<file path="src/hdl/tsgc_pkg.sv">
// package for the tdc status and general configuration block
// assumes a 125 MHz core clock and an avalon-mm register master
package tsgc_pkg;
    // ---------------------------------------------------------------
    // register offsets (byte addresses)
    // ---------------------------------------------------------------
    localparam logic [3:0] TSGC_OFF_CFG    = 4'h0;
    localparam logic [3:0] TSGC_OFF_STATUS = 4'h4;
    localparam logic [3:0] TSGC_OFF_CMD    = 4'h8;
    localparam logic [3:0] TSGC_OFF_ID     = 4'hc;
    // ---------------------------------------------------------------
    // config field positions
    // ---------------------------------------------------------------
    localparam int TSGC_CFG_DIV_LSB    = 0;   // 2 bits
    localparam int TSGC_CFG_START_LSB  = 2;   // 3 bits
    localparam int TSGC_CFG_LOWCUR     = 5;
    localparam int TSGC_CFG_SNOISE     = 6;
    localparam int TSGC_CFG_PNDIS      = 7;
    localparam int TSGC_CFG_AUTOINIT   = 8;
    localparam int TSGC_CFG_ERRVAL     = 9;
    localparam int TSGC_CFG_QUAD       = 10;
    localparam int TSGC_CFG_DOUBLE     = 11;
    localparam int TSGC_CFG_MODE2      = 12;
    localparam logic [12:0] TSGC_CFG_RESET = 13'h0020;
    // ---------------------------------------------------------------
    // status bit positions
    // ---------------------------------------------------------------
    localparam int TSGC_ST_EQ      = 0;
    localparam int TSGC_ST_DED     = 1;
    localparam int TSGC_ST_SEC     = 2;
    localparam int TSGC_ST_SHORT   = 3;
    localparam int TSGC_ST_OPEN    = 4;
    localparam int TSGC_ST_PRECNT  = 5;
    localparam int TSGC_ST_TDC     = 6;
    localparam int TSGC_ST_SETTLED = 7;
    // ---------------------------------------------------------------
    // command opcodes and oscillator start codes
    // ---------------------------------------------------------------
    localparam logic [7:0] TSGC_OP_POR  = 8'h50;
    localparam logic [7:0] TSGC_OP_INIT = 8'h70;
    localparam logic [2:0] TSGC_OSC_OFF = 3'h0;
    localparam logic [2:0] TSGC_OSC_ON  = 3'h1;
    localparam logic [2:0] TSGC_OSC_480 = 3'h2;
    localparam logic [2:0] TSGC_OSC_1460 = 3'h3;
    localparam logic [2:0] TSGC_OSC_2440 = 3'h4;
    localparam logic [2:0] TSGC_OSC_5140 = 3'h5;
    localparam logic [31:0] TSGC_ERR_VALUE = 32'hffffffff;
    localparam int TSGC_PRECNT_W = 14;
    // ---------------------------------------------------------------
    // timing
    // ---------------------------------------------------------------
    localparam int TSGC_CLK_MHZ   = 125;
    localparam int TSGC_T480_US   = 480;
    localparam int TSGC_T1460_US  = 1460;
    localparam int TSGC_T2440_US  = 2440;
    localparam int TSGC_T5140_US  = 5140;
    localparam int TSGC_C480   = TSGC_T480_US * TSGC_CLK_MHZ;
    localparam int TSGC_C1460  = TSGC_T1460_US * TSGC_CLK_MHZ;
    localparam int TSGC_C2440  = TSGC_T2440_US * TSGC_CLK_MHZ;
    localparam int TSGC_C5140  = TSGC_T5140_US * TSGC_CLK_MHZ;
    localparam logic [31:0] TSGC_ID_VALUE = 32'h5a5a0001; // arbitrary value
    typedef enum logic [1:0] {
        TSGC_OSC_IDLE  = 2'b00,
        TSGC_OSC_WAIT  = 2'b01,
        TSGC_OSC_READY = 2'b10
    } tsgc_osc_t;
endpackage

</file>
<file path="src/hdl/tsgc_clkdiv.sv">
// reference clock predivider, produces a one-cycle tick per divided period
// assumes the high speed reference arrives as a synchronous enable
`timescale 1ns/100ps
module tsgc_clkdiv
(
    input  wire logic       core_clk,
    input  wire logic       rst_b,
    input  wire logic       ref_tick,
    input  wire logic [1:0] ref_clock_predivider,
    output logic            div_tick
);
    logic [1:0] cnt;
    logic [1:0] limit;
    always_comb
    begin
        case (ref_clock_predivider)
            2'h1:    limit = 2'h1;
            2'h2:    limit = 2'h3;
            default: limit = 2'h0;
        endcase
    end
    always_ff @(posedge core_clk or negedge rst_b)
    begin
        if (!rst_b)
            cnt <= 2'h0;
        else if (ref_tick)
            cnt <= (cnt >= limit) ? 2'h0 : cnt + 2'h1;
    end
    always_ff @(posedge core_clk or negedge rst_b)
    begin
        if (!rst_b)
            div_tick <= 1'b0;
        else
            div_tick <= ref_tick && (cnt >= limit);
    end
endmodule // tsgc_clkdiv

</file>
<file path="src/hdl/tsgc_top.sv">
// status flags and general configuration of the time-to-digital converter
// assumes avalon-mm master, event inputs synchronous to core_clk
//
// Implementation choices: the register offsets and the Avalon-MM register port.
`timescale 1ns/100ps
module tsgc_top
#(
    parameter int C480  = tsgc_pkg::TSGC_C480,
    parameter int C1460 = tsgc_pkg::TSGC_C1460,
    parameter int C2440 = tsgc_pkg::TSGC_C2440,
    parameter int C5140 = tsgc_pkg::TSGC_C5140
)
(
    input  wire logic        core_clk,
    input  wire logic        rst_b,
    input  wire logic [3:0]  avs_address,
    input  wire logic        avs_read,
    input  wire logic        avs_write,
    input  wire logic [31:0] avs_writedata,
    output logic [31:0]      avs_readdata,
    output logic             avs_waitrequest,
    input  wire logic        high_speed_ref_clock,
    input  wire logic [31:0] nvm_image,
    input  wire logic        nvm_read_done,
    input  wire logic        nvm_corrected,
    input  wire logic        nvm_uncorrectable_error,
    input  wire logic        temp_short,
    input  wire logic        temp_open,
    input  wire logic        meas_request,
    input  wire logic        precount_tick,
    input  wire logic        tdc_overflow,
    input  wire logic        meas_irq,
    input  wire logic        alu_result_valid,
    input  wire logic [31:0] alu_result_in,
    output logic [31:0]      result_word,
    output logic             osc_enable,
    output logic             osc_ready,
    output logic             ref_div_tick,
    output logic             osc32_low_current,
    output logic             start_noise_enable,
    output logic             phase_noise_disable,
    output logic             fourfold_resolution,
    output logic             twofold_resolution,
    output logic             init_pulse
);
    // ---------------------------------------------------------------
    // bus slave
    // ---------------------------------------------------------------
    logic [12:0] cfg;
    logic [7:0]  status;
    logic        ack;
    logic        soft_por;
    logic        next_init;
    logic        fast_init_req;
    logic        access;
    assign access   = (avs_read || avs_write) && !ack;
    // one wait state per access: waitrequest low in the second cycle
    always_ff @(posedge core_clk or negedge rst_b)
    begin
        if (!rst_b)
            ack <= 1'b0;
        else
            ack <= access;
    end
    // registered complement of ack, so the bus sees no combinational path
    always_ff @(posedge core_clk or negedge rst_b)
    begin
        if (!rst_b)
            avs_waitrequest <= 1'b1;
        else
            avs_waitrequest <= !access;
    end
    always_ff @(posedge core_clk or negedge rst_b)
    begin
        if (!rst_b)
            avs_readdata <= 32'h0;
        else if (access && avs_read)
        begin
            case (avs_address)
                tsgc_pkg::TSGC_OFF_CFG:    avs_readdata <= {19'h0, cfg};
                tsgc_pkg::TSGC_OFF_STATUS: avs_readdata <= {24'h0, status};
                tsgc_pkg::TSGC_OFF_ID:     avs_readdata <= tsgc_pkg::TSGC_ID_VALUE;
                default:                   avs_readdata <= 32'h0;
            endcase
        end
    end
    logic wr_cmd;
    assign wr_cmd = ack && avs_write && (avs_address == tsgc_pkg::TSGC_OFF_CMD);
    // ---------------------------------------------------------------
    // commands
    // ---------------------------------------------------------------
    always_ff @(posedge core_clk or negedge rst_b)
    begin
        if (!rst_b)
            soft_por <= 1'b0;
        else
            soft_por <= wr_cmd && (avs_writedata[7:0] == tsgc_pkg::TSGC_OP_POR);
    end
    assign fast_init_req = meas_irq && cfg[tsgc_pkg::TSGC_CFG_AUTOINIT];
    assign next_init = (wr_cmd && (avs_writedata[7:0] == tsgc_pkg::TSGC_OP_INIT))
                     || fast_init_req;
    always_ff @(posedge core_clk or negedge rst_b)
    begin
        if (!rst_b)
            init_pulse <= 1'b0;
        else
            init_pulse <= next_init && !soft_por;
    end
    // ---------------------------------------------------------------
    // configuration
    // ---------------------------------------------------------------
    logic [12:0] next_cfg;
    always_comb
    begin
        next_cfg = avs_writedata[12:0];
        if (!next_cfg[tsgc_pkg::TSGC_CFG_MODE2])
            next_cfg[tsgc_pkg::TSGC_CFG_QUAD] = 1'b0;
    end
    always_ff @(posedge core_clk or negedge rst_b)
    begin
        if (!rst_b)
            cfg <= tsgc_pkg::TSGC_CFG_RESET;
        else if (soft_por)
            cfg <= tsgc_pkg::TSGC_CFG_RESET;
        else if (ack && avs_write && avs_address == tsgc_pkg::TSGC_OFF_CFG)
            cfg <= next_cfg;
    end
    always_ff @(posedge core_clk or negedge rst_b)
    begin
        if (!rst_b)
        begin
            osc32_low_current   <= 1'b1;
            start_noise_enable  <= 1'b0;
            phase_noise_disable <= 1'b0;
            fourfold_resolution <= 1'b0;
            twofold_resolution  <= 1'b0;
        end
        else
        begin
            osc32_low_current   <= cfg[tsgc_pkg::TSGC_CFG_LOWCUR];
            start_noise_enable  <= cfg[tsgc_pkg::TSGC_CFG_SNOISE];
            phase_noise_disable <= cfg[tsgc_pkg::TSGC_CFG_PNDIS];
            fourfold_resolution <= cfg[tsgc_pkg::TSGC_CFG_QUAD]
                                && cfg[tsgc_pkg::TSGC_CFG_MODE2];
            twofold_resolution  <= cfg[tsgc_pkg::TSGC_CFG_DOUBLE];
        end
    end
    // ---------------------------------------------------------------
    // predivider
    // ---------------------------------------------------------------
    tsgc_clkdiv u_div
    (
        .core_clk             (core_clk),
        .rst_b                (rst_b),
        .ref_tick             (high_speed_ref_clock),
        .ref_clock_predivider (cfg[1:0]),
        .div_tick             (ref_div_tick)
    );
    // ---------------------------------------------------------------
    // oscillator start and settling
    // ---------------------------------------------------------------
    tsgc_pkg::tsgc_osc_t osc_st;
    logic [31:0] settle_cnt;
    logic [31:0] settle_lim;
    logic [2:0]  osc_mode;
    assign osc_mode = cfg[4:2];
    always_comb
    begin
        case (osc_mode)
            tsgc_pkg::TSGC_OSC_480:  settle_lim = 32'(C480);
            tsgc_pkg::TSGC_OSC_1460: settle_lim = 32'(C1460);
            tsgc_pkg::TSGC_OSC_2440: settle_lim = 32'(C2440);
            tsgc_pkg::TSGC_OSC_5140: settle_lim = 32'(C5140);
            default:                 settle_lim = 32'h1;
        endcase
    end
    always_ff @(posedge core_clk or negedge rst_b)
    begin
        if (!rst_b)
            osc_st <= tsgc_pkg::TSGC_OSC_IDLE;
        else if (soft_por)
            osc_st <= tsgc_pkg::TSGC_OSC_IDLE;
        else
        begin
            case (osc_st)
                tsgc_pkg::TSGC_OSC_IDLE:
                    if (osc_mode == tsgc_pkg::TSGC_OSC_ON)
                        osc_st <= tsgc_pkg::TSGC_OSC_READY;
                    else if (meas_request && osc_mode != tsgc_pkg::TSGC_OSC_OFF)
                        osc_st <= tsgc_pkg::TSGC_OSC_WAIT;
                tsgc_pkg::TSGC_OSC_WAIT:
                    if (osc_mode == tsgc_pkg::TSGC_OSC_OFF)
                        osc_st <= tsgc_pkg::TSGC_OSC_IDLE;
                    else if (settle_cnt + 32'h1 >= settle_lim)
                        osc_st <= tsgc_pkg::TSGC_OSC_READY;
                tsgc_pkg::TSGC_OSC_READY:
                    if (osc_mode == tsgc_pkg::TSGC_OSC_OFF)
                        osc_st <= tsgc_pkg::TSGC_OSC_IDLE;
                    else if (osc_mode != tsgc_pkg::TSGC_OSC_ON && meas_irq)
                        osc_st <= tsgc_pkg::TSGC_OSC_IDLE;
                default:
                    osc_st <= tsgc_pkg::TSGC_OSC_IDLE;
            endcase
        end
    end
    always_ff @(posedge core_clk or negedge rst_b)
    begin
        if (!rst_b)
            settle_cnt <= 32'h0;
        else if (osc_st == tsgc_pkg::TSGC_OSC_WAIT)
            settle_cnt <= settle_cnt + 32'h1;
        else
            settle_cnt <= 32'h0;
    end
    always_ff @(posedge core_clk or negedge rst_b)
    begin
        if (!rst_b)
        begin
            osc_enable <= 1'b0;
            osc_ready  <= 1'b0;
        end
        else
        begin
            osc_enable <= (osc_st != tsgc_pkg::TSGC_OSC_IDLE);
            osc_ready  <= (osc_st == tsgc_pkg::TSGC_OSC_READY);
        end
    end
    // ---------------------------------------------------------------
    // status flags; set wins over init clear
    // ---------------------------------------------------------------
    logic [13:0] precnt;
    logic        precnt_ovf;
    logic        mode2;
    assign mode2      = cfg[tsgc_pkg::TSGC_CFG_MODE2];
    assign precnt_ovf = mode2 && precount_tick && (&precnt);
    always_ff @(posedge core_clk or negedge rst_b)
    begin
        if (!rst_b)
            precnt <= 14'h0;
        else if (soft_por || next_init)
            precnt <= 14'h0;
        else if (mode2 && precount_tick)
            precnt <= precnt + 14'h1;
    end
    always_ff @(posedge core_clk or negedge rst_b)
    begin
        if (!rst_b)
            status[6:0] <= 7'h0;
        else if (soft_por)
            status[6:0] <= 7'h0;
        else
        begin
            if (nvm_read_done)
                status[tsgc_pkg::TSGC_ST_EQ] <= (nvm_image[12:0] == cfg);
            if (nvm_uncorrectable_error)
                status[tsgc_pkg::TSGC_ST_DED] <= 1'b1;
            if (nvm_corrected)
                status[tsgc_pkg::TSGC_ST_SEC] <= 1'b1;
            if (temp_short)
                status[tsgc_pkg::TSGC_ST_SHORT] <= 1'b1;
            if (temp_open)
                status[tsgc_pkg::TSGC_ST_OPEN] <= 1'b1;
            if (precnt_ovf)
                status[tsgc_pkg::TSGC_ST_PRECNT] <= 1'b1;
            else if (next_init)
                status[tsgc_pkg::TSGC_ST_PRECNT] <= 1'b0;
            if (tdc_overflow)
                status[tsgc_pkg::TSGC_ST_TDC] <= 1'b1;
            else if (next_init)
                status[tsgc_pkg::TSGC_ST_TDC] <= 1'b0;
        end
    end
    assign status[tsgc_pkg::TSGC_ST_SETTLED] = osc_ready;
    // ---------------------------------------------------------------
    // result word
    // ---------------------------------------------------------------
    always_ff @(posedge core_clk or negedge rst_b)
    begin
        if (!rst_b)
            result_word <= 32'h0;
        else if (alu_result_valid)
        begin
            if (cfg[tsgc_pkg::TSGC_CFG_ERRVAL] && (status[5] || status[6]))
                result_word <= tsgc_pkg::TSGC_ERR_VALUE;
            else
                result_word <= alu_result_in;
        end
    end
    // ---------------------------------------------------------------
    // checks
    // ---------------------------------------------------------------
    a_tdc_flag_set: assert property (@(posedge core_clk) disable iff (!rst_b)
        tdc_overflow && !soft_por |=> status[tsgc_pkg::TSGC_ST_TDC])
        else $error("tdc timeout flag not set");
    a_init_clears: assert property (@(posedge core_clk) disable iff (!rst_b)
        next_init && !tdc_overflow && !soft_por |=> !status[tsgc_pkg::TSGC_ST_TDC])
        else $error("init did not clear tdc flag");
    a_fast_init: assert property (@(posedge core_clk) disable iff (!rst_b)
        meas_irq && cfg[tsgc_pkg::TSGC_CFG_AUTOINIT] && !soft_por |=> init_pulse)
        else $error("fast init missing");
    a_por_cfg: assert property (@(posedge core_clk) disable iff (!rst_b)
        soft_por |=> cfg == tsgc_pkg::TSGC_CFG_RESET)
        else $error("por did not reset config");
    a_quad_mode: assert property (@(posedge core_clk) disable iff (!rst_b)
        fourfold_resolution |-> $past(cfg[tsgc_pkg::TSGC_CFG_MODE2]))
        else $error("quad outside mode two");
    a_err_value: assert property (@(posedge core_clk) disable iff (!rst_b)
        alu_result_valid && cfg[tsgc_pkg::TSGC_CFG_ERRVAL] && status[6]
        |=> result_word == tsgc_pkg::TSGC_ERR_VALUE)
        else $error("error value not written");
    a_short_flag: assert property (@(posedge core_clk) disable iff (!rst_b)
        temp_short && !soft_por |=> status[tsgc_pkg::TSGC_ST_SHORT])
        else $error("short flag not set");
    a_osc_off: assert property (@(posedge core_clk) disable iff (!rst_b)
        osc_mode == tsgc_pkg::TSGC_OSC_OFF [*3] |-> !osc_ready)
        else $error("oscillator ready while off");
    a_precnt_flag: assert property (@(posedge core_clk) disable iff (!rst_b)
        precnt_ovf && !soft_por |=> status[tsgc_pkg::TSGC_ST_PRECNT])
        else $error("precounter timeout flag not set");
    a_por_status: assert property (@(posedge core_clk) disable iff (!rst_b)
        soft_por |=> status[6:0] == 7'h0)
        else $error("por did not clear status flags");
endmodule // tsgc_top

</file>
<file path="config.mk">
export PLATFORM = sky130hd
export DESIGN_NAME = tsgc_top
export DESIGN_NICKNAME = d
export VERILOG_FILES = /design/src/hdl/tsgc_pkg.sv /design/src/hdl/tsgc_clkdiv.sv /design/src/hdl/tsgc_top.sv
export SDC_FILE = /design/constraint.sdc
export NUM_CORES = 1
export LEC_CHECK = 0
export ABC_AREA = 1
export ABC_CLOCK_PERIOD_IN_PS = 4900
export BUFFER_PORTS_ARGS = -buffer_cell sky130_fd_sc_hd__buf_2
export CORE_MARGIN = 8
export CORE_UTILIZATION = 40
export DETAILED_ROUTE_END_ITERATION = 8
export PLACE_DENSITY = 0.61
export REMOVE_ABC_BUFFERS = 1
export SYNTH_ARGS = -nofsm -noshare
export SYNTH_HDL_FRONTEND = slang
export SYNTH_SLANG_ARGS = --single-unit
</file>
<file path="constraint.sdc">
create_clock -name core_clk -period 4.9 [get_ports core_clk]
set_clock_uncertainty 0.2 [all_clocks]
set_input_delay 0.245 -clock core_clk [delete_from_list [all_inputs] [get_ports core_clk]]
set_output_delay 0.245 -clock core_clk [all_outputs]
set_load 0.01 [all_outputs]
</file>
==> impl_results.md <==
- Worst Setup SP: cfg[3]$_DFFE_PN0P_
- Hold Path Class: input pin to register
- RePlAce Congestion: 0.834
- Post-CTS sizing: 0
- Initial Util: 40.8%
- Die area: 0.0221 mm2
- CTS max path bufs: 2
- Combinational fraction of design power: 23.1%
- R2R depth: 20
- Cell Int Power: 0.00214 W
- Reg clk slew, reported paths: 0.06 ns
- Synth Area in XOR/XNOR: 2.73%
- Post-synth top area share: 44.3%
- P&R area growth vs syn: 28.6%
- Worst reg2reg endpoint: osc_st[0]$_DFFE_PN0P_
- Mapped Cells: 920
- Unrepaired setup endpoints after global routing: false
- Design Power: 0.00321 W
- Final Setup Violations: 0
- Leak: 4.67 nW
- EDFF count, synth: 0
- Router iterations before antenna repair: 4
- Residual DRC: 0
- Die Y: 149 um
- Crit path DAT: 3.32 ns
- Min Tclk post-route: 3.20 ns
- Root Driver: clkbuf_16
- Antenna diode count: 0
- Compound-Gate Fraction of Synth Area: 9.01%
- Max FO, Critical Path: 7
- Vias in the first global route: 6550
- Register share of total power: 39.3%
- Status: finished, final reports clean
- Rows: 48
- Setup TNS: 0 ns
- Filler cells: 1679
- Initial antenna violation count: 1
- Worst setup path category: register to register
- Ratio of cells with drive above 1 in the final layout: 18.8%
- Post-Syn Area: 0.00706 mm2
- DRT iter0 DRCs: 263
- Final period util: 65.3%
- Worst reg2reg startpoint: cfg[3]$_DFFE_PN0P_
- IO buf count: 139
- Post-synth cell types: 45
- Dpl hpwl: 14000 um
- Crit path capture: osc_st[0]$_DFFE_PN0P_
- FF+latch count, synth: 128
- Area post-placement: 0.00790 mm2
- Top cells by area, synth: dfrtp_1 (44%), nand2_1 (10%), nor2_1 (7.7%), inv_1 (7.6%), ha_1 (4.3%)
- DIE WIDTH: 149 um
- Vias: 6329
- GRT overflow: 0
- Synth Area in Adders: 4.26%
- Nets: 1255
- VDD IR-drop max: 0.271 mV
- Post-route ant nets: 0
- Biggest area consumer among synthesized cells: dfrtp_1
- CTS buffer count: 17
- CP Cell Sequence: inv_1 -> ha_1 -> inv_1 -> nand4_1 -> a21boi_0 -> ha_1 -> nand2_1 -> inv_1 -> nand2_1 -> inv_1 -> a22oi_1 -> nand3_1 -> nand2_1 -> nand2_1 -> nand2_1 -> nand3_1 -> nand2_1 -> nand2_1 -> nand3_1 -> nand2_1
- Core Area: 0.0173 mm2
- Post-cts hold buffer count: 62
- Max-cap check violation count: 0
- Final-report hold violation count: 0
- First-pass GRT wire length: 31900 um
- Slew @ Worst Pin: 1.04 ns
- Predominant post-synthesis flop cell: dfrtp_1
- Pin count of the biggest net entering global routing: 92
- Drt wl/cell: 14.1 um
- Routed WL: 19100 um
- Crit path top cell by count: nand2_1
- Crit path max-delay cell type: dfrtp_1
- Multiplexer share of the synthesized area: 0%
- Switching share of power: 33.3%
- Asr flop ratio synth: 100%
- Crit start category: register
- Worst-Skew Late Latency: 0.43 ns
- Post-synthesis sequential area ratio: 45.5%
- Net switching power figure: 0.00107 W
- Worst setup margin: 1.70 ns
- Vias per cell: 4.67
- H-tree depth: 4
- Layout Utilization: 52.5%
- Slowest stage delay, CP: 0.44 ns
- Power Dens Cells: 354 mW/mm2
- Num Clock Sinks: 128
- Largest family of logic cells by synthesized area: simple AND/OR/NAND/NOR gates
- I/O pins: 189
- Simple-gate portion of the synthesized area: 27.8%
- R2R Setup Slk: 1.70 ns
- Worst setup EP type: register
- Syn_area_per_cell: 7.67 um2
- Worst relative slew slack: 30.9%
- CP required: 5.02 ns
- Pins over their slew limit: 0
- Yosys warns: 0
- Post-CTS setup-driven buffer insertion count: 0
- Fmax: 312 MHz
- Clk pwr share: 37.6%
- GRT Util Overall: 18.0%
- Final instance area: 0.00907 mm2
- Worst slack, placed: 1.66 ns
- TritonCTS clock tree: yes
## cells in the mapped netlist (2+ instances only)
master and count:
buf_4 18, inv_1 142, xor2_1 11, or2_2 5
nor2_2 7, and2_1 2, and3_1 2, nor2_1 145
nor3b_1 2, inv_2 3, dfrtp_1 125, a31oi_1 33
ha_1 24, dfstp_2 3, nand2_1 197, a21oi_1 27
o21ai_0 41, nor2_4 5, nand4_1 10, buf_1 2
xnor2_1 11, nor3_1 9, o21ai_1 2, nor4_1 3
nand3b_1 8, nand3_1 38, clkbuf_1 16, nand2_2 8
o22ai_1 5
## worst max-delay path, delay by kind of cell, from the launching register on
kind            cells  cell delay (ns)
compound gates      2             0.55
fa+ha+maj           2             0.70
buf+inv             4             0.34
flops               1             0.44
simple gates       12             0.87
## power by group through the flow
stage	Clock [W]	Sequential (W)	Combinational (W)
5_1_grt	0.00128	0.00127	0.000859
4_1_cts	0.00123	0.00126	0.000755
3_5_place_dp	0	0.00128	0.000717
6_report	0.00121	0.00126	0.000742
2_1_floorplan	0	0.00129	0.000425
3_3_place_gp	0	0.00128	0.000704
## cell families after synthesis
kind of cell	Yosys count
DFF	128
other	1
AOI/OAI and AO/OA	114
and+or+nand+nor	448
buffers and inverters	183
xor gates and xnor gates	22
adders and majority gates	24
## stage by stage
| step | std cells | hold slack [ns] |
|---|---|---|
| 2_1_floorplan | 893 | -0.251 |
| 3_3_place_gp | 1260 | 0.170 |
| 3_5_place_dp | 1260 | 0.169 |
| 4_1_cts | 1354 | 0.0240 |
| 5_1_grt | 1354 | 0.0851 |
| 6_report | 1354 | 0.0402 |
## cell usage in the layout, fill, tap and decap left out, types with 5 or more instances in the layout
cell	synthesis	final
buf_2	1	138
o22ai_1	5	5
xor2_1	11	11
xnor2_1	11	11
or2_2	5	5
nor3_1	9	9
nand4_1	10	10
conb_1	1	11
dfrtp_1	125	125
o21ai_0	41	41
nand3b_1	8	8
a31oi_1	33	33
nand2_1	197	197
inv_1	142	142
inv_6	0	6
a21oi_1	27	27
nand3_1	38	38
nor2_4	5	5
nand2_2	8	8
nor2_1	145	145
dlygate4sd3_1	0	62
ha_1	24	24
nor2_2	7	7
clkbuf_16	0	17
## layout make-up
| class | instances | area, um2 | share of cell area, % |
|---|---|---|---|
| clock buffers | 18 | 439 | 4.84 |
| well taps | 225 | 282 | 3.10 |
| flip-flops and latches | 128 | 3210 | 35.3 |
| repair buffers | 204 | 1350 | 14.8 |
| inverters | 146 | 548 | 6.04 |
| clock inverters | 14 | 120 | 1.32 |
| multi-input cells | 619 | 3130 | 34.5 |
## routing by layer
layer  vias to the layer above  routed length [um]  track usage [%]  part of all wire [%]
li1                       3278                   -                -                     -
met1                      2893                8230             21.5                    43
met2                       137                9450             30.4                    50
met3                        19                1130             5.64                   5.9
met4                         2                 250             5.45                   1.3
met5                         -                  13                0                 0.068
## registers in the layout, indices dropped and copies added (netlist names)
register	cells
u_div.cnt	2
osc_ready	1
osc32_low_current	1
result_word	32
precnt	14
settle_cnt	32
status	7
cfg	13
phase_noise_disable	1
osc_enable	1
avs_waitrequest	1
u_div.div_tick	1
twofold_resolution	1
soft_por	1
start_noise_enable	1
ack	1
osc_st	2
init_pulse	1
fourfold_resolution	1
avs_readdata	14
## how the worst min path moves through the flow
stage	start	endpoint	slack [ns]	cells after the start
after CTS	meas_request	osc_st[0]$_DFFE_PN0P_	0.02	5
after global routing	meas_request	osc_st[0]$_DFFE_PN0P_	0.09	5
after floorplan	rst_b	ack$_DFF_PN0_	-0.25	0
after detailed placement	cfg[5]$_DFFE_PN1P_	osc32_low_current$_DFF_PN1_	0.17	0
final	meas_request	osc_st[1]$_DFFE_PN0P_	0.04	5
after global placement	cfg[5]$_DFFE_PN1P_	osc32_low_current$_DFF_PN1_	0.17	0
No activity file was read; power rests on OpenSTA's default activity.
